### config.mk
export PLATFORM = sky130hd
export DESIGN_NAME = tfs_sequencer
export DESIGN_NICKNAME = d
export VERILOG_FILES = /design/src/hdl/tfs_pkg.sv /design/src/hdl/tfs_sequencer.sv
export SDC_FILE = /design/constraint.sdc
export NUM_CORES = 1
export LEC_CHECK = 0
export ABC_AREA = 1
export ABC_CLOCK_PERIOD_IN_PS = 3100
export BUFFER_PORTS_ARGS = -buffer_cell sky130_fd_sc_hd__clkbuf_2
export CAP_MARGIN = 40
export CORE_AREA = 10 10 128 130
export CTS_CLUSTER_DIAMETER = 150
export DETAILED_ROUTE_END_ITERATION = 12
export DIE_AREA = 0 0 138 140
export PLACE_DENSITY_LB_ADDON = 0.25
export SLEW_MARGIN = 20
export SYNTH_ARGS = -nofsm -noshare
export SYNTH_HDL_FRONTEND = slang
export SYNTH_SLANG_ARGS = --single-unit
### constraint.sdc
create_clock -name I_REF_CLK -period 3.1 [get_ports I_REF_CLK]
set_clock_uncertainty 0.1 [all_clocks]
set_input_delay 0.62 -clock I_REF_CLK [delete_from_list [all_inputs] [get_ports I_REF_CLK]]
set_output_delay 0.62 -clock I_REF_CLK [all_outputs]
set_load 0.1 [all_outputs]
### src/hdl/tfs_pkg.sv
/*
 * Package of the trigger/flash sequencer: configuration carrier, modes,
 * trigger conditions, port widths and timing constants.
 * Assumes a single 10 MHz system clock.
 */
package tfs_pkg;

    localparam int CLK_HZ = 10_000_000;
    localparam int TICK_US = 1;
    localparam int CYC_PER_US = (CLK_HZ / 1_000_000) * TICK_US;
    localparam int US_PER_MS = 1000;

    localparam int NUM_LINES = 8;
    localparam int SEL_W = 3;
    localparam int TIME_W = 16;
    localparam int MS_W = 16;

    localparam logic [NUM_LINES-1:0] DIR_RESET = 8'h00;

    typedef enum logic [1:0] {
        TFS_COND_LOW = 2'h0,
        TFS_COND_HIGH = 2'h1,
        TFS_COND_RISE = 2'h2,
        TFS_COND_FALL = 2'h3
    } tfs_cond_t;

    typedef enum logic [1:0] {
        TFS_SRC_DIGITAL = 2'h0,
        TFS_SRC_CAMERA = 2'h1,
        TFS_SRC_FIELDBUS = 2'h2
    } tfs_src_t;

    typedef struct packed {
        tfs_src_t src;
        tfs_cond_t cond;
        logic [SEL_W-1:0] trig_sel;
        logic [SEL_W-1:0] flash_sel;
        logic [SEL_W-1:0] grab_sel;
        logic [MS_W-1:0] timeout_ms;
        logic [TIME_W-1:0] trig_delay_us;
        logic [TIME_W-1:0] grab_delay_us;
        logic [TIME_W-1:0] flash_delay_us;
        logic [TIME_W-1:0] flash_dur_us;
    } tfs_cfg_t;

    typedef struct packed {
        logic busy;
        logic done;
        logic aborted;
    } tfs_status_t;

endpackage

### src/hdl/tfs_sequencer.sv
/*
 * Trigger/flash sequencer: waits for a trigger on a selected line, with
 * optional millisecond timeout, then times grab start and a flash pulse.
 * Assumes configuration is held stable while busy and the fieldbus
 * trigger is a one-cycle pulse from logic on the same clock.
 */
// Operation
// - After start, wait trigger, time timeout in ms
// - Timeout value zero waits forever
// - Trigger input line chosen by configuration
// - Low, high, rising or falling trigger condition
// - Programmable us delay before first flash
// - Flash active for programmed us duration
// - Camera mode: fast trigger input flashes fast output, no grab pulse
// - Camera mode ignores both grab and flash delays
// - Fieldbus trigger needs no extra trigger line
// - Eight lines each configurable input or output
// - Grab-to-flash us delay, digital lines only
// - Trigger-to-grab us delay, digital lines and fieldbus; grab delay digital only
`timescale 1ns/1ps

module tfs_sequencer #(
    parameter int NUM_LINES = tfs_pkg::NUM_LINES
) (
    input wire logic I_REF_CLK,
    input wire logic I_RSTN,
    input wire logic i_start,
    input wire tfs_pkg::tfs_cfg_t i_cfg,
    input wire logic [NUM_LINES-1:0] i_line_dir,
    input wire logic [NUM_LINES-1:0] i_line_in,
    input wire logic [NUM_LINES-1:0] i_line_out_val,
    input wire logic i_fieldbus_trig,
    input wire logic i_cam_trig_in,
    output logic [NUM_LINES-1:0] o_line_out,
    output logic [NUM_LINES-1:0] o_line_oe,
    output logic o_cam_trig_out,
    output logic o_grab_start,
    output tfs_pkg::tfs_status_t o_status
);

    typedef enum logic [6:0] {
        ST_IDLE = 7'h01,
        ST_WAIT = 7'h02,
        ST_TDLY = 7'h04,
        ST_GDLY = 7'h08,
        ST_FDLY = 7'h10,
        ST_FLASH = 7'h20,
        ST_CAM = 7'h40
    } tfs_state_t;

    localparam int TW = tfs_pkg::TIME_W;
    localparam int MW = tfs_pkg::MS_W;
    localparam int PW = $clog2(tfs_pkg::CYC_PER_US + 1);
    localparam int KW = $clog2(tfs_pkg::US_PER_MS + 1);
    localparam logic [PW-1:0] PRE_LAST = PW'(tfs_pkg::CYC_PER_US - 1);
    localparam logic [KW-1:0] KILO_LAST = KW'(tfs_pkg::US_PER_MS - 1);

    // Pick one bit out of the line vector
    function automatic logic pick(input logic [NUM_LINES-1:0] v,
                                  input logic [tfs_pkg::SEL_W-1:0] s);
        pick = v[s];
    endfunction

    // Three-stage synchronisers for pins
    logic [NUM_LINES-1:0] s1_ff, s2_ff, s3_ff;
    logic cs1_ff, cs2_ff, cs3_ff;
    logic [NUM_LINES-1:0] nxt_s1, nxt_s2, nxt_s3;
    logic nxt_cs1, nxt_cs2, nxt_cs3;
    logic [NUM_LINES-1:0] lines_ff, nxt_lines;
    logic cam_ff, nxt_cam;

    always_comb begin
        nxt_s1 = i_line_in;
        nxt_s2 = s1_ff;
        nxt_s3 = s2_ff;
        nxt_cs1 = i_cam_trig_in;
        nxt_cs2 = cs1_ff;
        nxt_cs3 = cs2_ff;
        nxt_lines = lines_ff;
        nxt_cam = cam_ff;
        for (int k = 0; k < NUM_LINES; k++) begin
            if (s2_ff[k] == s3_ff[k]) begin
                nxt_lines[k] = s3_ff[k];
            end
        end
        if (cs2_ff == cs3_ff) begin
            nxt_cam = cs3_ff;
        end
    end

    always_ff @(posedge I_REF_CLK or negedge I_RSTN) begin
        if (!I_RSTN) begin
            s1_ff <= '0;
            s2_ff <= '0;
            s3_ff <= '0;
            cs1_ff <= 1'b0;
            cs2_ff <= 1'b0;
            cs3_ff <= 1'b0;
            lines_ff <= '0;
            cam_ff <= 1'b0;
        end else begin
            s1_ff <= nxt_s1;
            s2_ff <= nxt_s2;
            s3_ff <= nxt_s3;
            cs1_ff <= nxt_cs1;
            cs2_ff <= nxt_cs2;
            cs3_ff <= nxt_cs3;
            lines_ff <= nxt_lines;
            cam_ff <= nxt_cam;
        end
    end

    // Microsecond tick and millisecond tick
    logic [PW-1:0] pre_ff, nxt_pre;
    logic [KW-1:0] kilo_ff, nxt_kilo;
    logic us_tick, ms_tick;

    always_comb begin
        us_tick = (pre_ff == PRE_LAST);
        ms_tick = us_tick && (kilo_ff == KILO_LAST);
        nxt_pre = us_tick ? '0 : pre_ff + PW'(1);
        nxt_kilo = kilo_ff;
        if (us_tick) begin
            nxt_kilo = (kilo_ff == KILO_LAST) ? '0 : kilo_ff + KW'(1);
        end
    end

    always_ff @(posedge I_REF_CLK or negedge I_RSTN) begin
        if (!I_RSTN) begin
            pre_ff <= '0;
            kilo_ff <= '0;
        end else begin
            pre_ff <= nxt_pre;
            kilo_ff <= nxt_kilo;
        end
    end

    // Trigger detection
    logic trig_lvl, trig_prev_ff, nxt_trig_prev, trig_hit;

    always_comb begin
        trig_lvl = pick(lines_ff, i_cfg.trig_sel);
        nxt_trig_prev = trig_lvl;
        case (i_cfg.cond)
            tfs_pkg::TFS_COND_LOW: trig_hit = !trig_lvl;
            tfs_pkg::TFS_COND_HIGH: trig_hit = trig_lvl;
            tfs_pkg::TFS_COND_RISE: trig_hit = trig_lvl && !trig_prev_ff;
            tfs_pkg::TFS_COND_FALL: trig_hit = !trig_lvl && trig_prev_ff;
            default: trig_hit = 1'b0;
        endcase
        if (i_cfg.src == tfs_pkg::TFS_SRC_FIELDBUS) begin
            trig_hit = i_fieldbus_trig;
        end
    end

    always_ff @(posedge I_REF_CLK or negedge I_RSTN) begin
        if (!I_RSTN) begin
            trig_prev_ff <= 1'b0;
        end else begin
            trig_prev_ff <= nxt_trig_prev;
        end
    end

    // Sequencer
    tfs_state_t state_ff, nxt_state;
    logic [TW-1:0] cnt_ff, nxt_cnt;
    logic [MW-1:0] ms_ff, nxt_ms;
    logic flash_ff, nxt_flash;
    logic grab_ff, nxt_grab;
    logic done_ff, nxt_done;
    logic abort_ff, nxt_abort;
    logic cnt_end;

    always_comb begin
        nxt_state = state_ff;
        nxt_cnt = cnt_ff;
        nxt_ms = ms_ff;
        nxt_flash = 1'b0;
        nxt_grab = 1'b0;
        nxt_done = done_ff;
        nxt_abort = abort_ff;
        cnt_end = (cnt_ff == '0);
        if (us_tick && !cnt_end) begin
            nxt_cnt = cnt_ff - TW'(1);
        end
        case (state_ff)
            ST_IDLE: begin
                if (i_start) begin
                    nxt_state = ST_WAIT;
                    nxt_ms = '0;
                    nxt_done = 1'b0;
                    nxt_abort = 1'b0;
                end
            end
            ST_WAIT: begin
                if (ms_tick) begin
                    nxt_ms = ms_ff + MW'(1);
                end
                if (i_cfg.src == tfs_pkg::TFS_SRC_CAMERA) begin
                    nxt_state = ST_CAM;
                end else if (trig_hit) begin
                    nxt_state = ST_TDLY;
                    nxt_cnt = i_cfg.trig_delay_us;
                end else if (i_cfg.timeout_ms != '0 && ms_tick &&
                             ms_ff + MW'(1) >= i_cfg.timeout_ms) begin
                    nxt_state = ST_IDLE;
                    nxt_abort = 1'b1;
                end
            end
            ST_TDLY: begin
                if (cnt_end) begin
                    nxt_state = ST_GDLY;
                    nxt_cnt = (i_cfg.src == tfs_pkg::TFS_SRC_DIGITAL) ?
                              i_cfg.grab_delay_us : '0;
                end
            end
            ST_GDLY: begin
                if (cnt_end) begin
                    nxt_grab = 1'b1;
                    nxt_state = ST_FDLY;
                    nxt_cnt = (i_cfg.src == tfs_pkg::TFS_SRC_DIGITAL) ?
                              i_cfg.flash_delay_us : '0;
                end
            end
            ST_FDLY: begin
                if (cnt_end) begin
                    nxt_state = ST_FLASH;
                    nxt_flash = 1'b1;
                    nxt_cnt = i_cfg.flash_dur_us;
                end
            end
            ST_FLASH: begin
                // Hold until the tick after zero so the pulse is never short
                nxt_flash = !(cnt_end && us_tick);
                if (cnt_end && us_tick) begin
                    nxt_state = ST_IDLE;
                    nxt_done = 1'b1;
                end
            end
            ST_CAM: begin
                // Camera takes the fast trigger; no delays apply
                if (cam_ff) begin
                    nxt_flash = 1'b1;
                    nxt_state = ST_FLASH;
                    nxt_cnt = i_cfg.flash_dur_us;
                end else if (i_cfg.timeout_ms != '0 && ms_tick &&
                             ms_ff + MW'(1) >= i_cfg.timeout_ms) begin
                    nxt_state = ST_IDLE;
                    nxt_abort = 1'b1;
                end
                if (ms_tick) begin
                    nxt_ms = ms_ff + MW'(1);
                end
            end
            default: nxt_state = ST_IDLE;
        endcase
    end

    always_ff @(posedge I_REF_CLK or negedge I_RSTN) begin
        if (!I_RSTN) begin
            state_ff <= ST_IDLE;
            cnt_ff <= '0;
            ms_ff <= '0;
            flash_ff <= 1'b0;
            grab_ff <= 1'b0;
            done_ff <= 1'b0;
            abort_ff <= 1'b0;
        end else begin
            state_ff <= nxt_state;
            cnt_ff <= nxt_cnt;
            ms_ff <= nxt_ms;
            flash_ff <= nxt_flash;
            grab_ff <= nxt_grab;
            done_ff <= nxt_done;
            abort_ff <= nxt_abort;
        end
    end

    // Output lines: flash and grab on selected digital lines
    logic [NUM_LINES-1:0] out_ff, nxt_out;
    logic cam_out_ff, nxt_cam_out;

    always_comb begin
        nxt_out = i_line_out_val;
        nxt_cam_out = 1'b0;
        if (i_cfg.src == tfs_pkg::TFS_SRC_CAMERA) begin
            nxt_cam_out = nxt_flash;
        end else begin
            if (nxt_flash) begin
                nxt_out[i_cfg.flash_sel] = 1'b1;
            end
            if (i_cfg.src == tfs_pkg::TFS_SRC_DIGITAL && nxt_grab) begin
                nxt_out[i_cfg.grab_sel] = 1'b1;
            end
        end
    end

    always_ff @(posedge I_REF_CLK or negedge I_RSTN) begin
        if (!I_RSTN) begin
            out_ff <= '0;
            cam_out_ff <= 1'b0;
        end else begin
            out_ff <= nxt_out;
            cam_out_ff <= nxt_cam_out;
        end
    end

    assign o_line_out = out_ff & i_line_dir;
    assign o_line_oe = i_line_dir;
    assign o_cam_trig_out = cam_out_ff;
    assign o_grab_start = grab_ff;
    assign o_status = '{busy: (state_ff != ST_IDLE), done: done_ff, aborted: abort_ff};

endmodule

======== Yosys cells after proc, flatten, opt, wreduce, memory -nomap -nowiden ========
Cells that the tools add are included.
storage, ports and cells
  word-level logic and storage cells ...... 148
  flip-flop bits (word level) ............. 102
  output and inout port bits .............. 21
operators by class
  mux-type cells .......................... 50
  order comparisons ....................... 6
  reductions and logical operators ........ 26
  add/subtract/negate cells ............... 4
  bitwise operators ....................... 3
  eq/ne operators ......................... 33
operators by type and width
  kind                                                                          count
  16-bit 2-to-1 mux                                                             11
  16-bit case mux with 5 select lines                                           1
  7-bit 2-to-1 mux                                                              9
  7-bit case mux with 7 select lines                                            1
  8-bit 2-to-1 mux                                                              4
  16-bit case mux with 2 select lines                                           1
  16-bit by 1-bit adder with 16-bit output, second input constant               1
  16-bit greater-or-equal comparator                                            1
  16-bit zero test                                                              1
  2-bit != test, second input constant                                          8
  8-bit bitwise OR                                                              2
  16-bit nonzero test                                                           1
  16-bit by 1-bit subtractor with 16-bit output, second input constant          1
  1-bit 2-to-1 mux                                                              14
  3-bit by 4-bit less-than comparator with 1-bit output, second input constant  3
  10-bit by 1-bit adder with 10-bit output, second input constant               1
  10-bit == test, second input constant                                         1
  1-bit logical AND                                                             10
  10-bit 2-to-1 mux                                                             1
  5-bit AND reduction                                                           2
  1-bit == test                                                                 9
  8-bit AND                                                                     1
  7-bit by 1-bit == test with 1-bit output, second input constant               1
  7-bit by 2-bit == test with 1-bit output, second input constant               1
  24 further kinds                                                              36

======== Depth between registers and ports, before layout ========
  depth after elaboration ................. 10
  depth in mapped cells ................... 21

======== Worst setup path before layout ========
OpenSTA, ideal clock, no wires.
  path type ............................... reg-to-reg
  from .................................... reg ms_ff[0]
  to ...................................... reg abort_ff
  slack ................................... 0.168 ns
  period minus slack after synthesis ...... 2.932 ns
  data arrival time ....................... 2.755 ns
  stages on the path, launching flop included .. 22
  library setup time ...................... 0.077 ns
  path buffers ............................ 0
  path through ............................ dfrtp_1 > ha_1 > nand2_1 > nor2_1 > nand3_1 > nor2_1 > inv_1 > nor3_1 > nand4_1 > xor2_1 > inv_1 > ha_1 > nand2_1 > inv_1 > nand3_1 > nor3_1 > o21ai_0 > nand3_1 > nand3_1 > nor2_1 > o21ai_0 > a21oi_1
between the ends
  word-level cells in the longest chain between the ends .. 7
RTL lines
  element                                     RTL line                                    source
  start: declaration                          tfs_sequencer.sv:167                        logic [MW-1:0] ms_ff, nxt_ms;
  start signal: assignment                    tfs_sequencer.sv:271                        ms_ff <= nxt_ms;
  16-bit by 1-bit adder with 16-bit output *  tfs_sequencer.sv:205, tfs_sequencer.sv:247
  16-bit greater-or-equal comparator *        tfs_sequencer.sv:205, tfs_sequencer.sv:247
  1-bit logical AND *                         tfs_sequencer.sv:204, tfs_sequencer.sv:246
  1-bit 2-to-1 mux *                          n/a
  1-bit 2-to-1 mux (2 in a row)               n/a
  1-bit case mux with 3 select lines *        n/a
  end signal: assignment                      tfs_sequencer.sv:275                        abort_ff <= nxt_abort;
  end: declaration                            tfs_sequencer.sv:171                        logic abort_ff, nxt_abort;
Every way passes the cells marked *; elsewhere a longest branch is shown, timed or not. The select of a mux whose other input is x is not followed.
A chain may end at the register's enable or synchronous reset.

======== Worst setup path in the final report ========
  from .................................... reg ms_ff[1]
  to ...................................... reg state_ff[0]
between the ends
  word-level cells in the longest chain between the ends .. 7
RTL lines
  element                                     RTL line                                    source
  16-bit by 1-bit adder with 16-bit output *  tfs_sequencer.sv:205, tfs_sequencer.sv:247
  16-bit greater-or-equal comparator *        tfs_sequencer.sv:205, tfs_sequencer.sv:247
  1-bit logical AND *                         tfs_sequencer.sv:204, tfs_sequencer.sv:246
  7-bit 2-to-1 mux *                          n/a
  7-bit 2-to-1 mux (2 in a row)               n/a
  7-bit case mux with 7 select lines *        n/a
  end signal: assignment                      tfs_sequencer.sv:269                        state_ff <= nxt_state;
  end: declaration                            tfs_sequencer.sv:165                        tfs_state_t state_ff, nxt_state;
Every way passes the cells marked *; elsewhere a longest branch is shown, timed or not.

==> metrics <==
fraction of layout cells with a size suffix above 1=0.225; area of the core=13800 sq um; Crit Path Class=flop to flop; GR Overflow Total=0; CTS Buffer Depth=2; DRT antenna net count=0; Max-slew headroom=0.552; mux contribution to synthesized area=0; synthesized-area fraction occupied by and/or/nand/nor cells=0.323; Warnings, synthesis=0; Post-DP HPWL=around 16000 um; Post-Syn Instances=944; Layout Nets=1237; drt pass-1 iters=4; Slew Viols, Final=0; Min Hold Slack=0.186 ns; first-pass GRT wire length=roughly 32000 um; post-synthesis sequential area ratio=0.378; Remaining DRCs=0; # fillers=approximately 1400; failing checks=setup timing; Die Ht=140 um; Rows=43; actual slew at the worst max-slew pin=0.672 ns; worst reg-to-reg path cell count=22; Non-Filler Instances=1282; Most used DFF post-synth=dfrtp_1; H-tree levels=3; RSZ-0062 raised after global routing=true; Worst EP required=3.29 ns; cell leakage power=4.53 nW; clk sink count=102; Yosys top cell area share=0.374; all-layer global routing usage=0.199; Compound-Gate Fraction of Synth Area=0.0981; Setup violations, final=3; Starting Density=0.491; Clk Latency, worst-skew pair=0.36 ns; initial antenna violation count=0; CTS root buffer=clkbuf_16; ys async rst share=1.00; upper clock frequency limit=316 MHz; Final period util=1.02; startpoint types=flop; power density over the cells=568 nW/um^2; Post-Synth Adder-Cell Area=0.0485; vias in the first global route=~6500; Port Buffers=142; Area Overhead vs Synth=20.3%; xor and xnor area share after synthesis=0.0298; Final min period=3.17 ns; Final Worst Setup Slack=-0.0669 ns; die width=138 um; largest area contributor in the netlist=dfrtp_1; Vias/cell=5.19; aggregate routed wire length=19800 um; top cells by area, synth=dfrtp_1 (37%), nand2_1 (12%), inv_1 (9.2%), nand3_1 (5.8%), nor2_1 (4.2%); Vias=6654; status=finished, violations left; Ports=roughly 140; synth unique cells=49; routed len/inst=approximately 15 um; multi-input logic area=3470 sq um; routability cong.=0.975; reg2reg end=state_ff[0]; R2R setup slack=-0.07 ns; clock-pin slew on the worst setup and hold paths=0.07 ns; Post-Syn Nets=1085; DIE AREA=between 15000 and 20000 sq um; final hold viol count=0; DRT iter0 DRCs=492; min-delay worst type=input pin to async pin; origin of the worst setup path=ms_ff[1]; synthesized area=6760 sq um; Avg Inst Size Synth=between 7 and 8 sq um; crit path max fanout=3; Synth Register Bits=102; total CTS buffers=9; max-cap violations=0; critical path arrival=3.36 ns; CTS tree=done; EDFF count, synth=0; largest family of logic cells by synthesized area=simple AND/OR/NAND/NOR gates; FF/Latch Area=2550 sq um; FF-to-FF Start=ms_ff[1]; largest net degree at the start of global routing=48; placed cells=1257; peak supply drop=389 uV; Critical Path Sink Type=flop
==> cell type report <==
cell class / instances / area share
antenna: 1 / 0.000308
sequential: 102 / 0.314
clock buffer: 10 / 0.0281
clock inverter: 6 / 0.00769
multi-input combinational: 637 / 0.427
inverter: 179 / 0.0829
timing repair buffer: 167 / 0.112
tap: 180 / 0.0277
==> stage by stage <==
stage | power (W) | TNS (ns) | worst slack, ns | utilization | area [sq um]
after floorplan | 0.00302 | 0 | 0.168 | - | 6760
after global placement | 0.00347 | 0 | 0.0683 | 0.558 | 7680
after detailed placement | 0.00349 | -0.0500 | -0.0339 | 0.558 | 7680
after CTS | 0.00463 | 0 | 0.0280 | 0.582 | 8010
after global routing | 0.00498 | -1.17 | -0.336 | 0.590 | 8130
final | 0.00462 | -0.155 | -0.0669 | 0.591 | 8140
==> worst max-delay path by stage <==
stage,cells after the start,slack (ns),endpoint
3_3_place_gp,21,0.07,abort_ff
5_1_grt,21,-0.34,abort_ff
6_report,22,-0.07,state_ff[0]
2_1_floorplan,21,0.17,abort_ff
4_1_cts,18,0.03,abort_ff
3_5_place_dp,21,-0.03,abort_ff
==> metal layers <==
layer,vias to the layer above,global-route usage,share of wire
li1,3343,-,-
met4,0,0.0633,0.022
met2,207,0.349,0.51
met5,-,0,0
met1,3072,0.239,0.41
met3,32,0.0385,0.054
==> kinds of logic after synthesis <==
group / Yosys count
and+or+nand+nor: 466
buffers and inverters: 205
AOI/OAI and AO/OA: 120
DFF: 102
adders and majority gates: 28
xor gates and xnor gates: 23
==> flip-flops by register name (all words and copies together), names as in the netlist, 4 cells and up <==
| register | flops |
|---|---|
| cnt_ff | 16 |
| kilo_ff | 10 |
| lines_ff | 8 |
| ms_ff | 16 |
| nxt_s2 | 8 |
| nxt_s3 | 8 |
| out_ff | 8 |
| pre_ff | 4 |
| s3_ff | 8 |
| state_ff | 7 |
==> report_power, final <==
part / switching (W) / internal [W]
registers: 0.000131 / 0.00150
logic: 0.00128 / 0.000602
clock network: 0.000548 / 0.000567
total: 0.00196 / 0.00266
==> worst max-delay path, cell delays in order, from the launching register on <==
cell and delay, ns:
dfrtp_1 0.38, ha_2 0.21, nand2_2 0.07, nor2_4 0.14, nand3_2 0.11, nor2_2 0.16, inv_2 0.06, nor3_2 0.17
buf_4 0.13, buf_4 0.10, nand3_1 0.07, xor2_1 0.18, inv_1 0.06, ha_1 0.28, nand3_2 0.09, nor3_2 0.18
o21ai_1 0.10, nand3_2 0.10, buf_4 0.12, nand2_1 0.04, nand2_1 0.06, nand2_1 0.06, a21oi_2 0.11
==> timing repair <==
item | 4_1_cts | 5_1_grt
hold buffers | 0 | 0
pin swaps | 2 | 14
setup endpoints to repair | 4 | 4
setup buffers | 2 | 6
gates resized for setup | 4 | 21
==> synth_stat cells, types with 2 or more instances <==
| master | n |
|---|---|
| a21o_1 | 8 |
| a21oi_1 | 28 |
| a22o_1 | 2 |
| buf_2 | 6 |
| buf_4 | 11 |
| clkbuf_1 | 8 |
| dfrtp_1 | 101 |
| ha_1 | 19 |
| inv_1 | 165 |
| inv_2 | 12 |
| maj3_1 | 9 |
| nand2_1 | 212 |
| nand2_2 | 7 |
| nand3_1 | 78 |
| nand3_2 | 4 |
| nand3b_1 | 5 |
| nand4_1 | 43 |
| nor2_1 | 75 |
| nor2_2 | 5 |
| nor2_4 | 3 |
| nor3_1 | 14 |
| nor4_1 | 3 |
| nor4_2 | 2 |
| nor4_4 | 2 |
| o2111ai_1 | 2 |
| o21ai_0 | 56 |
| o21ai_1 | 11 |
| o22ai_1 | 7 |
| or2_0 | 2 |
| or2_2 | 4 |
| xnor2_1 | 2 |
| xor2_1 | 21 |
==> layout by cell type (no fill, tap or decap), drive strengths merged, types with 9 or more instances in the layout <==
cell / count
o21ai: 68
maj3: 9
dfrtp: 101
buf: 26
inv: 181
nand3: 83
nand2: 219
nor2: 83
nor3: 15
xor2: 21
clkbuf: 151
a21oi: 28
ha: 19
nand4: 44
(Power assumes the default switching activity.)
